--- config.mk ---
export PLATFORM = sky130hd
export DESIGN_NAME = cacm_module
export DESIGN_NICKNAME = d
export VERILOG_FILES = /design/src/cacm_pkg.sv /design/src/cacm_module.sv /design/src/cacm_sync.sv
export SDC_FILE = /design/constraint.sdc
export NUM_CORES = 1
export LEC_CHECK = 0
export ABC_AREA = 1
export BUFFER_PORTS_ARGS = -buffer_cell sky130_fd_sc_hd__buf_2
export CELL_PAD_IN_SITES_DETAIL_PLACEMENT = 2
export CELL_PAD_IN_SITES_GLOBAL_PLACEMENT = 2
export CORE_UTILIZATION = 24
export DETAILED_ROUTE_END_ITERATION = 10
export PLACE_DENSITY_LB_ADDON = 0.12
export SYNTH_ARGS = -nofsm -noshare
export SYNTH_HDL_FRONTEND = slang
export SYNTH_SLANG_ARGS = --single-unit
export TNS_END_PERCENT = 10
--- constraint.sdc ---
create_clock -name sys_clk -period 1.88 [get_ports sys_clk]
set_input_delay 0.094 -clock sys_clk [delete_from_list [all_inputs] [get_ports sys_clk]]
set_output_delay 0.094 -clock sys_clk [all_outputs]
set_load 0.005 [all_outputs]
--- src/cacm_pkg.sv ---
// Purpose: shared constants and carriers for the counter array capture/compare module
// Assumes: one module of the array; the shared counter comes from outside
// Notes:   mode register bit positions and addresses kept in one place
package cacm_pkg;
  localparam logic [7:0] CACM_MODE0_ADDR  = 8'hda;   // module 0 mode register address
  localparam logic [7:0] CACM_MODE1_ADDR  = 8'hdb;   // module 1 mode register address
  localparam logic [7:0] CACM_MODE2_ADDR  = 8'hdc;   // module 2 mode register address
  localparam logic [7:0] CACM_MODE_RESET  = 8'h00;   // mode register reset value
  localparam logic [15:0] CACM_CAP_RESET  = 16'h0000; // capture register reset value
  localparam int CACM_WIDE_BIT  = 7;  // wide pwm select
  localparam int CACM_COMP_BIT  = 6;  // comparator function enable
  localparam int CACM_RISE_BIT  = 5;  // rising capture enable
  localparam int CACM_FALL_BIT  = 4;  // falling capture enable
  localparam int CACM_MATCH_BIT = 3;  // match function enable
  localparam int CACM_TOG_BIT   = 2;  // toggle function enable
  localparam int CACM_PWM_BIT   = 1;  // pwm function enable
  localparam int CACM_IRQ_BIT   = 0;  // event irq enable
  localparam int CACM_SYNC_STAGES = 2; // pin synchroniser depth

  // software write strobe with its data
  typedef struct packed {
    logic       wr;
    logic [7:0] addr;
    logic [7:0] data;
  } cacm_sfr_wr_t;

  // decoded mode fields
  typedef struct packed {
    logic wide_pwm_select;
    logic comparator_function_enable;
    logic rising_capture_enable;
    logic falling_capture_enable;
    logic match_function_enable;
    logic toggle_function_enable;
    logic pwm_function_enable;
    logic event_irq_enable;
  } cacm_mode_t;
endpackage

--- src/cacm_module.sv ---
// Purpose: one capture/compare module of the counter array
// Assumes: shared counter and its tick come from the array on sys_clk
// Notes:   event flag cleared only by a software write to array_control
//          the pin passes a two-stage synchroniser, so a capture lands three clocks after the pin moves
//          a pin held high through reset shows one rising edge once reset is released
`timescale 1ns/1ps
module cacm_module
  import cacm_pkg::*;
#(
  parameter logic [7:0] MODE_ADDR = CACM_MODE0_ADDR  // which mode register this module answers
)
(
  input  wire logic        sys_clk,
  input  wire logic        srst,
  input  wire cacm_sfr_wr_t sfr_wr,
  input  wire logic        flag_clear,
  input  wire logic        low_wr,
  input  wire logic        high_wr,
  input  wire logic [15:0] counter_value,
  input  wire logic        module_io_pin_in,
  output logic             module_io_pin_out,
  output logic             module_io_pin_oe_n,
  output logic             module_io_pin_level,
  output logic [7:0]       module_mode,
  output logic [7:0]       capture_low_byte,
  output logic [7:0]       capture_high_byte,
  output logic             module_event_flag,
  output logic             event_irq
);
  cacm_mode_t  mode_r;      // mode register
  cacm_mode_t  mode_nxt;
  logic [15:0] cap_r;       // capture/compare register
  logic [15:0] cap_nxt;
  logic        flag_r;      // module event flag
  logic        flag_nxt;
  logic        pin_prev_r;  // previous synchronised level, edge detection
  logic        pin_prev_nxt;
  logic        out_r;       // driven pin level
  logic        out_nxt;
  logic        pin_sync;    // synchronised pin
  logic        rise;        // low-to-high seen this cycle
  logic        fall;        // high-to-low seen this cycle
  logic        capture;     // selected edge, loads the capture register
  logic        match;       // counter equals compare value, comparator enabled
  logic        pwm_high;    // pwm output level before registering

  // two flops guard the edge detector against metastability
  cacm_sync u_sync (
    .sys_clk  (sys_clk),
    .srst     (srst),
    .async_in (module_io_pin_in),
    .sync_out (pin_sync)
  );

  // edge detection; two-cycle minimum pulses are seen by the two-stage sampler
  always_comb
  begin
    rise    = pin_sync & ~pin_prev_r;
    fall    = ~pin_sync & pin_prev_r;  // high-to-low seen this cycle
    capture = (rise & mode_r.rising_capture_enable) | (fall & mode_r.falling_capture_enable);
  end

  // comparator; 8-bit pwm compares the low byte only, every other mode the full word
  always_comb
  begin
    if (mode_r.pwm_function_enable & ~mode_r.wide_pwm_select & ~mode_r.toggle_function_enable)
    begin
      match = mode_r.comparator_function_enable & (counter_value[7:0] == cap_r[7:0]);
    end
    else
    begin
      match = mode_r.comparator_function_enable & (counter_value == cap_r);  // full 16-bit compare
    end
  end

  // pwm level: high once the counter reaches the compare value
  // the wide select is read even with pwm off; harmless, since the level is not used then
  always_comb
  begin
    if (mode_r.wide_pwm_select)
    begin
      pwm_high = counter_value >= cap_r;
    end
    else
    begin
      pwm_high = counter_value[7:0] >= cap_r[7:0];  // 8-bit pwm ignores the high bytes
    end
  end

  // mode register: only a write to this module's own address lands
  always_comb
  begin
    mode_nxt = mode_r;  // hold unless addressed
    if (sfr_wr.wr && sfr_wr.addr == MODE_ADDR)
    begin
      mode_nxt = cacm_mode_t'(sfr_wr.data);  // writes to the other modules are refused here
    end
  end

  // mode register storage
  always_ff @(posedge sys_clk)
  begin
    if (srst)
    begin
      mode_r <= cacm_mode_t'(CACM_MODE_RESET);  // all functions off, pin released
    end
    else
    begin
      mode_r <= mode_nxt;
    end
  end

  // capture/compare register: byte loads from software, whole-word capture from hardware
  always_comb
  begin
    cap_nxt = cap_r;  // hold by default
    // software loads of the compare value, one byte at a time
    if (low_wr)
    begin
      cap_nxt[7:0] = sfr_wr.data;  // low byte
    end
    if (high_wr)
    begin
      cap_nxt[15:8] = sfr_wr.data;  // high byte
    end
    // hardware capture wins over a same-cycle software load, so a measured edge is never lost
    if (capture)
    begin
      cap_nxt = counter_value;
    end
  end

  // capture register storage
  always_ff @(posedge sys_clk)
  begin
    if (srst)
    begin
      cap_r <= CACM_CAP_RESET;
    end
    else
    begin
      cap_r <= cap_nxt;
    end
  end

  // module event flag: set by a capture or a match, cleared only by software
  always_comb
  begin
    flag_nxt = flag_r;  // sticky; taking the interrupt does not clear it
    // clear first, so a same-cycle set wins and no event is dropped
    if (flag_clear)
    begin
      flag_nxt = 1'b0;
    end
    if (capture)
    begin
      flag_nxt = 1'b1;
    end
    if (match && mode_r.match_function_enable)
    begin
      flag_nxt = 1'b1;
    end
  end

  // event flag storage
  always_ff @(posedge sys_clk)
  begin
    if (srst)
    begin
      flag_r <= 1'b0;
    end
    else
    begin
      flag_r <= flag_nxt;
    end
  end

  // pin drive and edge history
  always_comb
  begin
    pin_prev_nxt = pin_sync;  // last synchronised level for the edge detector
    out_nxt      = out_r;     // hold the driven level by default
    // toggle, alone or with pwm (frequency output), flips the pin on every match
    if (mode_r.toggle_function_enable && match)
    begin
      out_nxt = ~out_r;
    end
    // pwm alone follows the compare result each cycle
    else if (mode_r.pwm_function_enable && !mode_r.toggle_function_enable)
    begin
      out_nxt = pwm_high;
    end
  end

  // pin drive and edge history storage; history resets to the idle low level
  always_ff @(posedge sys_clk)
  begin
    if (srst)
    begin
      pin_prev_r <= 1'b0;
      out_r      <= 1'b0;
    end
    else
    begin
      pin_prev_r <= pin_prev_nxt;
      out_r      <= out_nxt;
    end
  end

  // outputs; pin is driven only in toggle or pwm modes
  // the level readback stays live in every mode, so software can tell which edge captured
  // the interrupt is a plain gate of registered values and adds no delay of its own
  assign module_io_pin_out   = out_r;
  assign module_io_pin_oe_n  = ~(mode_r.toggle_function_enable | mode_r.pwm_function_enable);
  assign module_io_pin_level = pin_sync;
  assign module_mode         = mode_r;
  assign capture_low_byte    = cap_r[7:0];
  assign capture_high_byte   = cap_r[15:8];
  assign module_event_flag   = flag_r;
  assign event_irq           = flag_r & mode_r.event_irq_enable;
endmodule // cacm_module

--- src/cacm_sync.sv ---
// Purpose: two flip-flop synchroniser for the module pin
// Assumes: input is asynchronous to sys_clk
// Notes:   first stage is read only by the second
`timescale 1ns/1ps
module cacm_sync
  import cacm_pkg::*;
(
  input  wire logic sys_clk,
  input  wire logic srst,
  input  wire logic async_in,
  output logic      sync_out
);
  logic meta_r;   // first stage, metastable
  logic meta_nxt;
  logic sync_r;   // second stage
  logic sync_nxt;

  // next values: plain shift
  always_comb
  begin
    meta_nxt = async_in;
    sync_nxt = meta_r;
  end

  // register stages
  always_ff @(posedge sys_clk)
  begin
    if (srst)
    begin
      meta_r <= 1'b0;
      sync_r <= 1'b0;
    end
    else
    begin
      meta_r <= meta_nxt;
      sync_r <= sync_nxt;
    end
  end

  assign sync_out = sync_r;
endmodule // cacm_sync

==> flow_metrics.env, run 1 <==
export IMPL_ant_nets=0
export IMPL_start_util_pct=25.1
export IMPL_yosys_cell_types_count=22
export IMPL_grt_pass1_wl_um=9490
export IMPL_timing_critical_path_buf_inv=1
export IMPL_relSlewSlack_pct=70.7
export IMPL_slowest_delay_ns=0.37
export IMPL_insertion_delay_ns=0.29
export IMPL_critPathTopFamily="simple AND/OR/NAND/NOR gates"
export IMPL_antenna_found_initial=0
export IMPL_drt_total_wl_um=5570
export IMPL_place_congestion=0.741
export IMPL_path_cells="inv_1 -> ha_1 -> nand2_1 -> nor2_1 -> nand2_1 -> nor2_2 -> nand3_1 -> nand2_1 -> o21bai_1 -> a21oi_1"
export IMPL_crit_type="register to register"
export IMPL_cts_buffer_depth=2
export IMPL_root_buffer="clkbuf_8"
export IMPL_drv_cap=0
export IMPL_syn_avg_cell_area_um2=6.97
export IMPL_hold_slack_ns=0.0220
export IMPL_critPathMaxFanout=3
export IMPL_hold_viol=0
export IMPL_wl_met1_um=2530
export IMPL_drtIter0Drc=53
export IMPL_die_h_um=84.3
export IMPL_p_per_area_nw_per_um2=729
export IMPL_synth_seq_cells=29
export IMPL_cp_slowest_cell="dfxtp_1"
export IMPL_yosysWarnings=0
export IMPL_dieWidth_um=84.3
export IMPL_cp_end_kind="register"
export IMPL_syn_to_final_growth_pct=32.0
export IMPL_p_int_mw=1.11
export IMPL_grt_pass1_vias=1929
export IMPL_pwr_share_clk_pct=38.0
export IMPL_met2_length_um=2750
export IMPL_port_buffers=67
export IMPL_grt_max_degree=17
export IMPL_power_leakage_nw=1.10
export IMPL_crit_required_ns=2.10
export IMPL_io_pins=68
export IMPL_drc=9
export IMPL_vias_per_cell=4.73
export IMPL_violations="design-rule violations"
export IMPL_slew_viol_final=0
export IMPL_fin_cells=381
export IMPL_nets=358
export IMPL_final_layout_size_suffix_gt1_share_pct=27.3
export IMPL_cts_num_sinks=29
export IMPL_crit_arrival_ns=1.84
export IMPL_highest_layer="met4"
export IMPL_switching_share_pct=29.2
export IMPL_fmax_mhz=617
export IMPL_hpwl_um=4480
export IMPL_row_count=29
export IMPL_vias=1801
export IMPL_cts_hold_buf=0
export IMPL_combPwrFrac_pct=19.1
export IMPL_place_inst=373
export IMPL_layout_worst_path_cycle_share_pct=86.2
export IMPL_worstHoldPathType="input pin to register"
export IMPL_design_core_area_um2=6460
export IMPL_cts_buffers=5
export IMPL_power_switching_mw=0.456
export IMPL_cpMostUsedCell="nand2_1"
export IMPL_fillCellCount=807
export IMPL_wl_met3_um=213
export IMPL_netlist_area_um2=1620
export IMPL_cts_tree="yes"
export IMPL_status="finished with violations"
export IMPL_firstDrtPassIters=7
export IMPL_syn_nets=288
export IMPL_seq_power_share_pct=42.9
export IMPL_rsz0062_at_grt="false"
export IMPL_worst_slew_pin_transition_ns=0.439
export IMPL_syn_inst=233
export IMPL_htreeDepth=2
export IMPL_skew_ns=0.00336
export IMPL_irDropWorstVdd_mv=0.218
export IMPL_gr_usage_all_layers_pct=17.1
export IMPL_gr_total_overflow=0
export IMPL_period_needed_ns=1.62
export IMPL_seq_area_frac_synth_pct=35.7
export IMPL_path_clk_slew_ns=0.07
export IMPL_tns_ns=0
export IMPL_start_kind="register"
export IMPL_diodes=0
export IMPL_avgRoutedWirePerCell_um=14.6
export IMPL_setup_violations_final=0
export IMPL_design_die_area_um2=7100
-- synthesized netlist by cell type --
master | number | area [µm²]
nand2_1 | 58 | 218
inv_1 | 37 | 139
dfxtp_1 | 29 | 581
o21ai_0 | 24 | 120
a21oi_1 | 16 | 80.1
ha_1 | 16 | 200
a31oi_1 | 15 | 93.8
nor2_1 | 13 | 48.8
nand3_1 | 5 | 25.0
buf_2 | 4 | 20.0
o21ai_1 | 3 | 15.0
clkbuf_1 | 2 | 7.51
o21bai_1 | 2 | 15.0
and3_1 | 1 | 6.26
buf_4 | 1 | 7.51
buf_6 | 1 | 11.3
inv_2 | 1 | 3.75
inv_4 | 1 | 6.26
nand2_2 | 1 | 6.26
nand4_1 | 1 | 6.26
nor3b_1 | 1 | 7.51
or2_1 | 1 | 6.26
-- tightest hold or removal path, stage by stage --
cell	delay (ns)
buf_2	0.08
inv_1	0.04
nor2_1	0.07
-- layout by cell type, fill, tap and decap left out --
master	Yosys	layout
clkinv_2	0	1
inv_4	1	1
ha_1	16	16
clkbuf_8	0	7
or2_1	1	1
buf_4	1	4
a21oi_1	16	16
buf_2	4	67
nand4_1	1	1
inv_2	1	1
o21ai_0	24	24
o21bai_1	2	2
nand2_1	58	58
nor2_2	0	1
a31oi_1	15	15
nand2_2	1	1
nor2_1	13	12
nor3b_1	1	1
dfxtp_1	29	29
o21ai_1	3	3
inv_1	37	37
nand3_1	5	5
and3_1	1	1
-- metal layers --
metal	track usage, %	up-vias
li1	-	893
met1	20.7	863
met2	30.3	39
met3	3.83	6
met4	5.17	0
met5	0	-
-- stage by stage --
step	cell area [µm²]	setup slack (ns)	power [mW]	util, %
after floorplan	1620	0.446	0.849	-
after global placement	2040	0.306	0.981	31.6
after detailed placement	2040	0.261	0.988	31.6
after CTS	2140	0.222	1.59	33.1
after global routing	2140	0.0253	1.66	33.2
final	2140	0.260	1.56	33.2
-- area by class of cell --
type                            instances  area (µm²)  share of cell area, %
Tap cell                               77        96.3                   4.50
Timing Repair Buffer                   71         365                   17.0
Inverter                               39         149                   6.95
Sequential cell                        29         581                   27.1
Multi-Input combinational cell        157         851                   39.7
Clock inverter                          1        5.00                  0.234
Clock buffer                            7        96.3                   4.50
-- sequential cells by signal, indices dropped and copies added, names as in the netlist --
register,cells
cap_r,16
module_mode,8
module_event_flag,1
module_io_pin_out,1
pin_prev_r,1
u_sync.meta_r,1
u_sync.sync_out,1
-- power by group through the flow --
stage	Combinational, mW	Clock, mW	Sequential (mW)
global placement	0.298	0	0.682
global route	0.350	0.638	0.676
CTS	0.308	0.611	0.671
detailed placement	0.304	0	0.684
finish	0.299	0.593	0.670
floorplan	0.165	0	0.683
-- final timing paths --
check        slack, ns                        endpoint                      from  cells past startpoint
max               0.26  module_io_pin_out$_SDFFE_PP0P_     cap_r[7]$_SDFFE_PP0P_                     10
min               0.02        u_sync.meta_r$_SDFF_PP0_          module_io_pin_in                      3
max reg2reg       0.26  module_io_pin_out$_SDFFE_PP0P_     cap_r[7]$_SDFFE_PP0P_                     10
min reg2reg       0.41      u_sync.sync_out$_SDFF_PP0_  u_sync.meta_r$_SDFF_PP0_                      2
-- cells by family (layout without fill, tap and decap cells) --
logic type	after synthesis	count (layout)	synth area share [%]
simple gates	81	81	20.0
compound gates	60	60	20.0
buf+inv	47	118	12.0
fa+ha+maj	16	16	12.3
flops	29	29	35.7
-- repair_timing --
| item | in CTS | in global routing |
|---|---|---|
| resized for setup | 0 | 1 |
| setup buffers | 0 | 0 |
| endpoints found under the setup margin | 0 | 1 |
(Power assumes the default switching activity.)
==> run 2, diff against run 1 <==
RECOVER_POWER = 50   (was unset)
==> flow_metrics.env, run 2 (synthesized netlist as in run 1, its figures left out) <==
export IMPL_status="finished with violations"
export IMPL_violations="design-rule violations"
export IMPL_cp_startpoint="cap_r[7]$_SDFFE_PP0P_"
export IMPL_hpwl_um=4480
export IMPL_p_per_area_nw_per_um2=732
export IMPL_dieWidth_um=84.3
export IMPL_r2r_start="cap_r[7]$_SDFFE_PP0P_"
export IMPL_drc=9
export IMPL_io_pins=68
export IMPL_nets=358
export IMPL_period_needed_ns=1.62
export IMPL_root_buffer="clkbuf_8"
export IMPL_firstDrtPassIters=6
export IMPL_die_h_um=84.3
export IMPL_start_kind="register"
export IMPL_design_die_area_um2=7100
export IMPL_row_count=29
export IMPL_hold_viol=0
export IMPL_layout_commonest_cell="buf_2"
export IMPL_top_register="cap_r"
export IMPL_multi_input_area_um2=851
export IMPL_critPathMaxFanout=3
export IMPL_setup_violations_final=0
export IMPL_cts_tree="yes"
export IMPL_vias=1810
export IMPL_worst_slew_pin_transition_ns=0.605
export IMPL_fin_util_pct=33.0
export IMPL_grt_pass1_wl_um=9490
export IMPL_power_leakage_nw=1.07
export IMPL_avgRoutedWirePerCell_um=14.6
export IMPL_antenna_found_initial=0
export IMPL_cts_resized=0
export IMPL_relSlewSlack_pct=59.7
export IMPL_grt_max_degree=17
export IMPL_cts_hold_buf=0
export IMPL_fillCellCount=811
export IMPL_skew_ns=0.00377
export IMPL_path_clk_slew_ns=0.07
export IMPL_slew_viol_final=0
export IMPL_final_layout_size_suffix_gt1_share_pct=24.3
export IMPL_drv_cap=0
export IMPL_seqCellArea_um2=581
export IMPL_min_from="module_io_pin_in"
export IMPL_gr_usage_all_layers_pct=17.1
export IMPL_insertion_delay_ns=0.29
export IMPL_syn_to_final_growth_pct=31.2
export IMPL_worstHoldPathType="input pin to register"
export IMPL_cts_num_sinks=29
export IMPL_total_power_mw=1.56
export IMPL_cp_end_kind="register"
export IMPL_crit_type="register to register"
export IMPL_ant_nets=0
export IMPL_port_buffers=67
export IMPL_crit_required_ns=2.10
export IMPL_place_congestion=0.741
export IMPL_rsz0062_at_grt="false"
export IMPL_fmax_mhz=617
export IMPL_grt_pass1_vias=1929
export IMPL_cts_buffers=5
export IMPL_cts_buffer_depth=2
export IMPL_drt_total_wl_um=5550
export IMPL_htreeDepth=2
export IMPL_final_cell_mix="buf_2 (60), nand2_1 (58), inv_1 (38)"
export IMPL_vias_per_cell=4.75
export IMPL_layout_worst_path_cycle_share_pct=86.2
export IMPL_gr_total_overflow=0
export IMPL_tns_ns=0
export IMPL_diodes=0
export IMPL_cts_setup_buffers=0
export IMPL_start_util_pct=25.1
export IMPL_irDropWorstVdd_mv=0.218
export IMPL_design_core_area_um2=6460
export IMPL_crit_arrival_ns=1.84
export IMPL_largest_reg_flops=16
export IMPL_drtIter0Drc=50
## run 2: final timing paths
check                                   endpoint  slack (ns)  depth (start not counted)
setup / recovery  module_io_pin_out$_SDFFE_PP0P_        0.26                         10
hold / removal          u_sync.meta_r$_SDFF_PP0_        0.03                          3
setup reg to reg  module_io_pin_out$_SDFFE_PP0P_        0.26                         10
hold reg to reg       u_sync.sync_out$_SDFF_PP0_        0.41                          2
## run 2: cell type report
type	instances	share of cell area, %
Clock buffer	7	4.52
Clock inverter	1	0.235
Inverter	39	6.99
Multi-Input combinational cell	157	39.9
Sequential cell	29	27.2
Tap cell	77	4.52
Timing Repair Buffer	71	16.6
## run 2: worst max-delay path: stages (launching register included)
cell and delay (ns):
dfxtp_1 0.37, inv_1 0.06, ha_1 0.28, nand2_1 0.07, nor2_1 0.15, nand2_1 0.11
nor2_2 0.15, nand3_1 0.09, nand2_1 0.10, o21bai_1 0.06, a21oi_1 0.11
## run 2: report_power, final
group,internal (mW),leakage (nW),switching [mW]
logic,0.127,0.779,0.170
clock network,0.331,0.0542,0.262
registers,0.647,0.238,0.0233
total,1.10,1.07,0.455
## run 2: layer usage
layer / up-vias / track usage [%] / wire length, µm
li1: 894 / - / -
met1: 871 / 20.7 / 2530
met2: 39 / 30.3 / 2740
met3: 6 / 3.83 / 214
met4: 0 / 5.17 / 70
met5: - / 0 / 0
## run 2: per-stage QoR
stage                     setup WS (ns)  area [µm²]  instances  hold slack (ns)
after floorplan                   0.446        1620        233            0.163
after global placement            0.306        2040        373            0.293
after detailed placement          0.261        2040        373            0.328
after CTS                         0.222        2140        381           0.0233
after global routing             0.0253        2130        381           0.0155
final                             0.260        2130        381           0.0252
==> run 3, diff against run 2 <==
CORE_UTILIZATION = 22   (was 24)
HOLD_SLACK_MARGIN = 0.02   (was unset)
clock period = 1.35 ns   (was 1.88 ns; I/O delays follow)
==> flow_metrics.env, run 3 (synthesized netlist as in run 1, its figures left out) <==
export IMPL_status="finished with violations"
export IMPL_violations="negative setup slack"
export IMPL_final_cell_mix="buf_2 (64), nand2_1 (49), inv_1 (34)"
export IMPL_avgRoutedWirePerCell_um=14.3
export IMPL_antenna_found_initial=0
export IMPL_vias=1891
export IMPL_largest_reg_flops=16
export IMPL_dieWidth_um=87.9
export IMPL_layout_worst_path_cycle_share_pct=105
export IMPL_die_h_um=87.9
export IMPL_setup_violations_final=1
export IMPL_irDropWorstVdd_mv=0.334
export IMPL_path_clk_slew_ns=0.07
export IMPL_drtIter0Drc=39
export IMPL_layout_setup_ws_ns=-0.0637
export IMPL_layout_commonest_cell="buf_2"
export IMPL_nets=381
export IMPL_start_util_pct=23.4
export IMPL_place_congestion=0.691
export IMPL_root_buffer="clkbuf_8"
export IMPL_fin_util_pct=37.1
export IMPL_design_die_area_um2=7730
export IMPL_cts_tree="yes"
export IMPL_crit_required_ns=1.57
export IMPL_hpwl_um=4730
export IMPL_multi_input_area_um2=1030
export IMPL_worst_slew_pin_transition_ns=0.259
export IMPL_drc=0
export IMPL_crit_arrival_ns=1.64
export IMPL_place_area_um2=2260
export IMPL_diodes=0
export IMPL_crit_type="register to register"
export IMPL_insertion_delay_ns=0.29
export IMPL_grt_pass1_vias=1879
export IMPL_drv_cap=0
export IMPL_grt_pass1_wl_um=9320
export IMPL_dp_slack_ns=-0.204
export IMPL_gr_total_overflow=0
export IMPL_worstHoldPathType="input pin to register"
export IMPL_period_needed_ns=1.41
export IMPL_io_pins=68
export IMPL_cts_num_sinks=29
export IMPL_final_layout_size_suffix_gt1_share_pct=43.4
export IMPL_power_leakage_nw=1.25
export IMPL_stdcell_area_um2=2580
export IMPL_port_buffers=67
export IMPL_relSlewSlack_pct=82.5
export IMPL_fmax_mhz=707
export IMPL_ant_nets=0
export IMPL_p_per_area_nw_per_um2=968
export IMPL_cts_buffers=5
export IMPL_rsz0062_at_grt="true"
export IMPL_htreeDepth=2
export IMPL_fillCellCount=869
export IMPL_tns_ns=-0.0637
export IMPL_design_core_area_um2=6940
export IMPL_row_count=30
export IMPL_cp_end_kind="register"
export IMPL_firstDrtPassIters=4
export IMPL_drt_total_wl_um=6030
export IMPL_vias_per_cell=4.47
export IMPL_hold_viol=0
export IMPL_slew_viol_final=0
export IMPL_gr_usage_all_layers_pct=16.1
export IMPL_skew_ns=0.00442
export IMPL_top_register="cap_r"
export IMPL_cts_buffer_depth=2
export IMPL_seqCellArea_um2=597
export IMPL_critPathMaxFanout=3
export IMPL_start_kind="register"
export IMPL_syn_to_final_growth_pct=58.6
export IMPL_cts_setup_buffers=0
export IMPL_grt_max_degree=25
-- run 3: cell types whose count changed in the layout (fill, tap and decap cells not counted), moves of 7 or more --
cell and delta:
ha_1 -8, dfxtp_1 -13, ha_4 +8, dfxtp_2 +13, buf_4 +20, nand2_1 -9, o21ai_0 -13, o21ai_1 +11
nand2_2 +7
-- run 3: repair_timing --
action,in CTS,in global routing
setup endpoints to repair,17,18
resized for setup,17,41
hold buffers,1,0
pin swaps,6,9
hold endpoints to repair,1,0
cloned,0,0
-- run 3: metal layers --
layer	vias to the layer above	GRT usage, %	wire [µm]
met5	-	0	0
met4	0	4.92	78
met3	5	3.11	207
met2	43	27.8	3000
met1	901	20.1	2750
li1	942	-	-
-- run 3: path summary, 6_finish.rpt --
check / slack (ns) / to / cells past startpoint / start
worst max-delay path: -0.06 / module_io_pin_out$_SDFFE_PP0P_ / 10 / cap_r[6]$_SDFFE_PP0P_
worst min-delay path: 0.03 / pin_prev_r$_SDFF_PP0_ / 2 / srst
worst max register to register: -0.06 / module_io_pin_out$_SDFFE_PP0P_ / 10 / cap_r[6]$_SDFFE_PP0P_
worst min register to register: 0.41 / u_sync.sync_out$_SDFF_PP0_ / 2 / u_sync.meta_r$_SDFF_PP0_
-- run 3: final cells by class --
cell class,count,area share [%]
multi-input combinational,157,39.9
sequential,29,23.2
timing repair buffer,94,22.0
inverter,39,5.78
tap,96,4.66
clock buffer,7,3.35
clock inverter,1,1.17
-- run 3: per-stage QoR --
step,hold slack [ns],cells,power [mW]
2_1_floorplan,0.137,233,1.18
3_3_place_gp,0.272,414,1.44
3_5_place_dp,0.294,414,1.45
4_1_cts,0.0277,423,2.45
5_1_grt,0.0433,423,2.64
6_report,0.0297,423,2.49
-- run 3: worst max-delay path, stage by stage, from the launching register on --
cell and delay, ns:
dfxtp_2 0.32, inv_1 0.06, ha_4 0.27, nand2_4 0.05
nor2_4 0.11, nand2_2 0.08, nor2_4 0.13, nand3_2 0.08
nand2_2 0.08, o21bai_1 0.06, a21oi_1 0.11
-- run 3: where the power goes --
group          internal, mW  switching, mW  total [mW]
clock                 0.601          0.354       0.955
combinational         0.292          0.313       0.605
sequential            0.907         0.0257       0.933
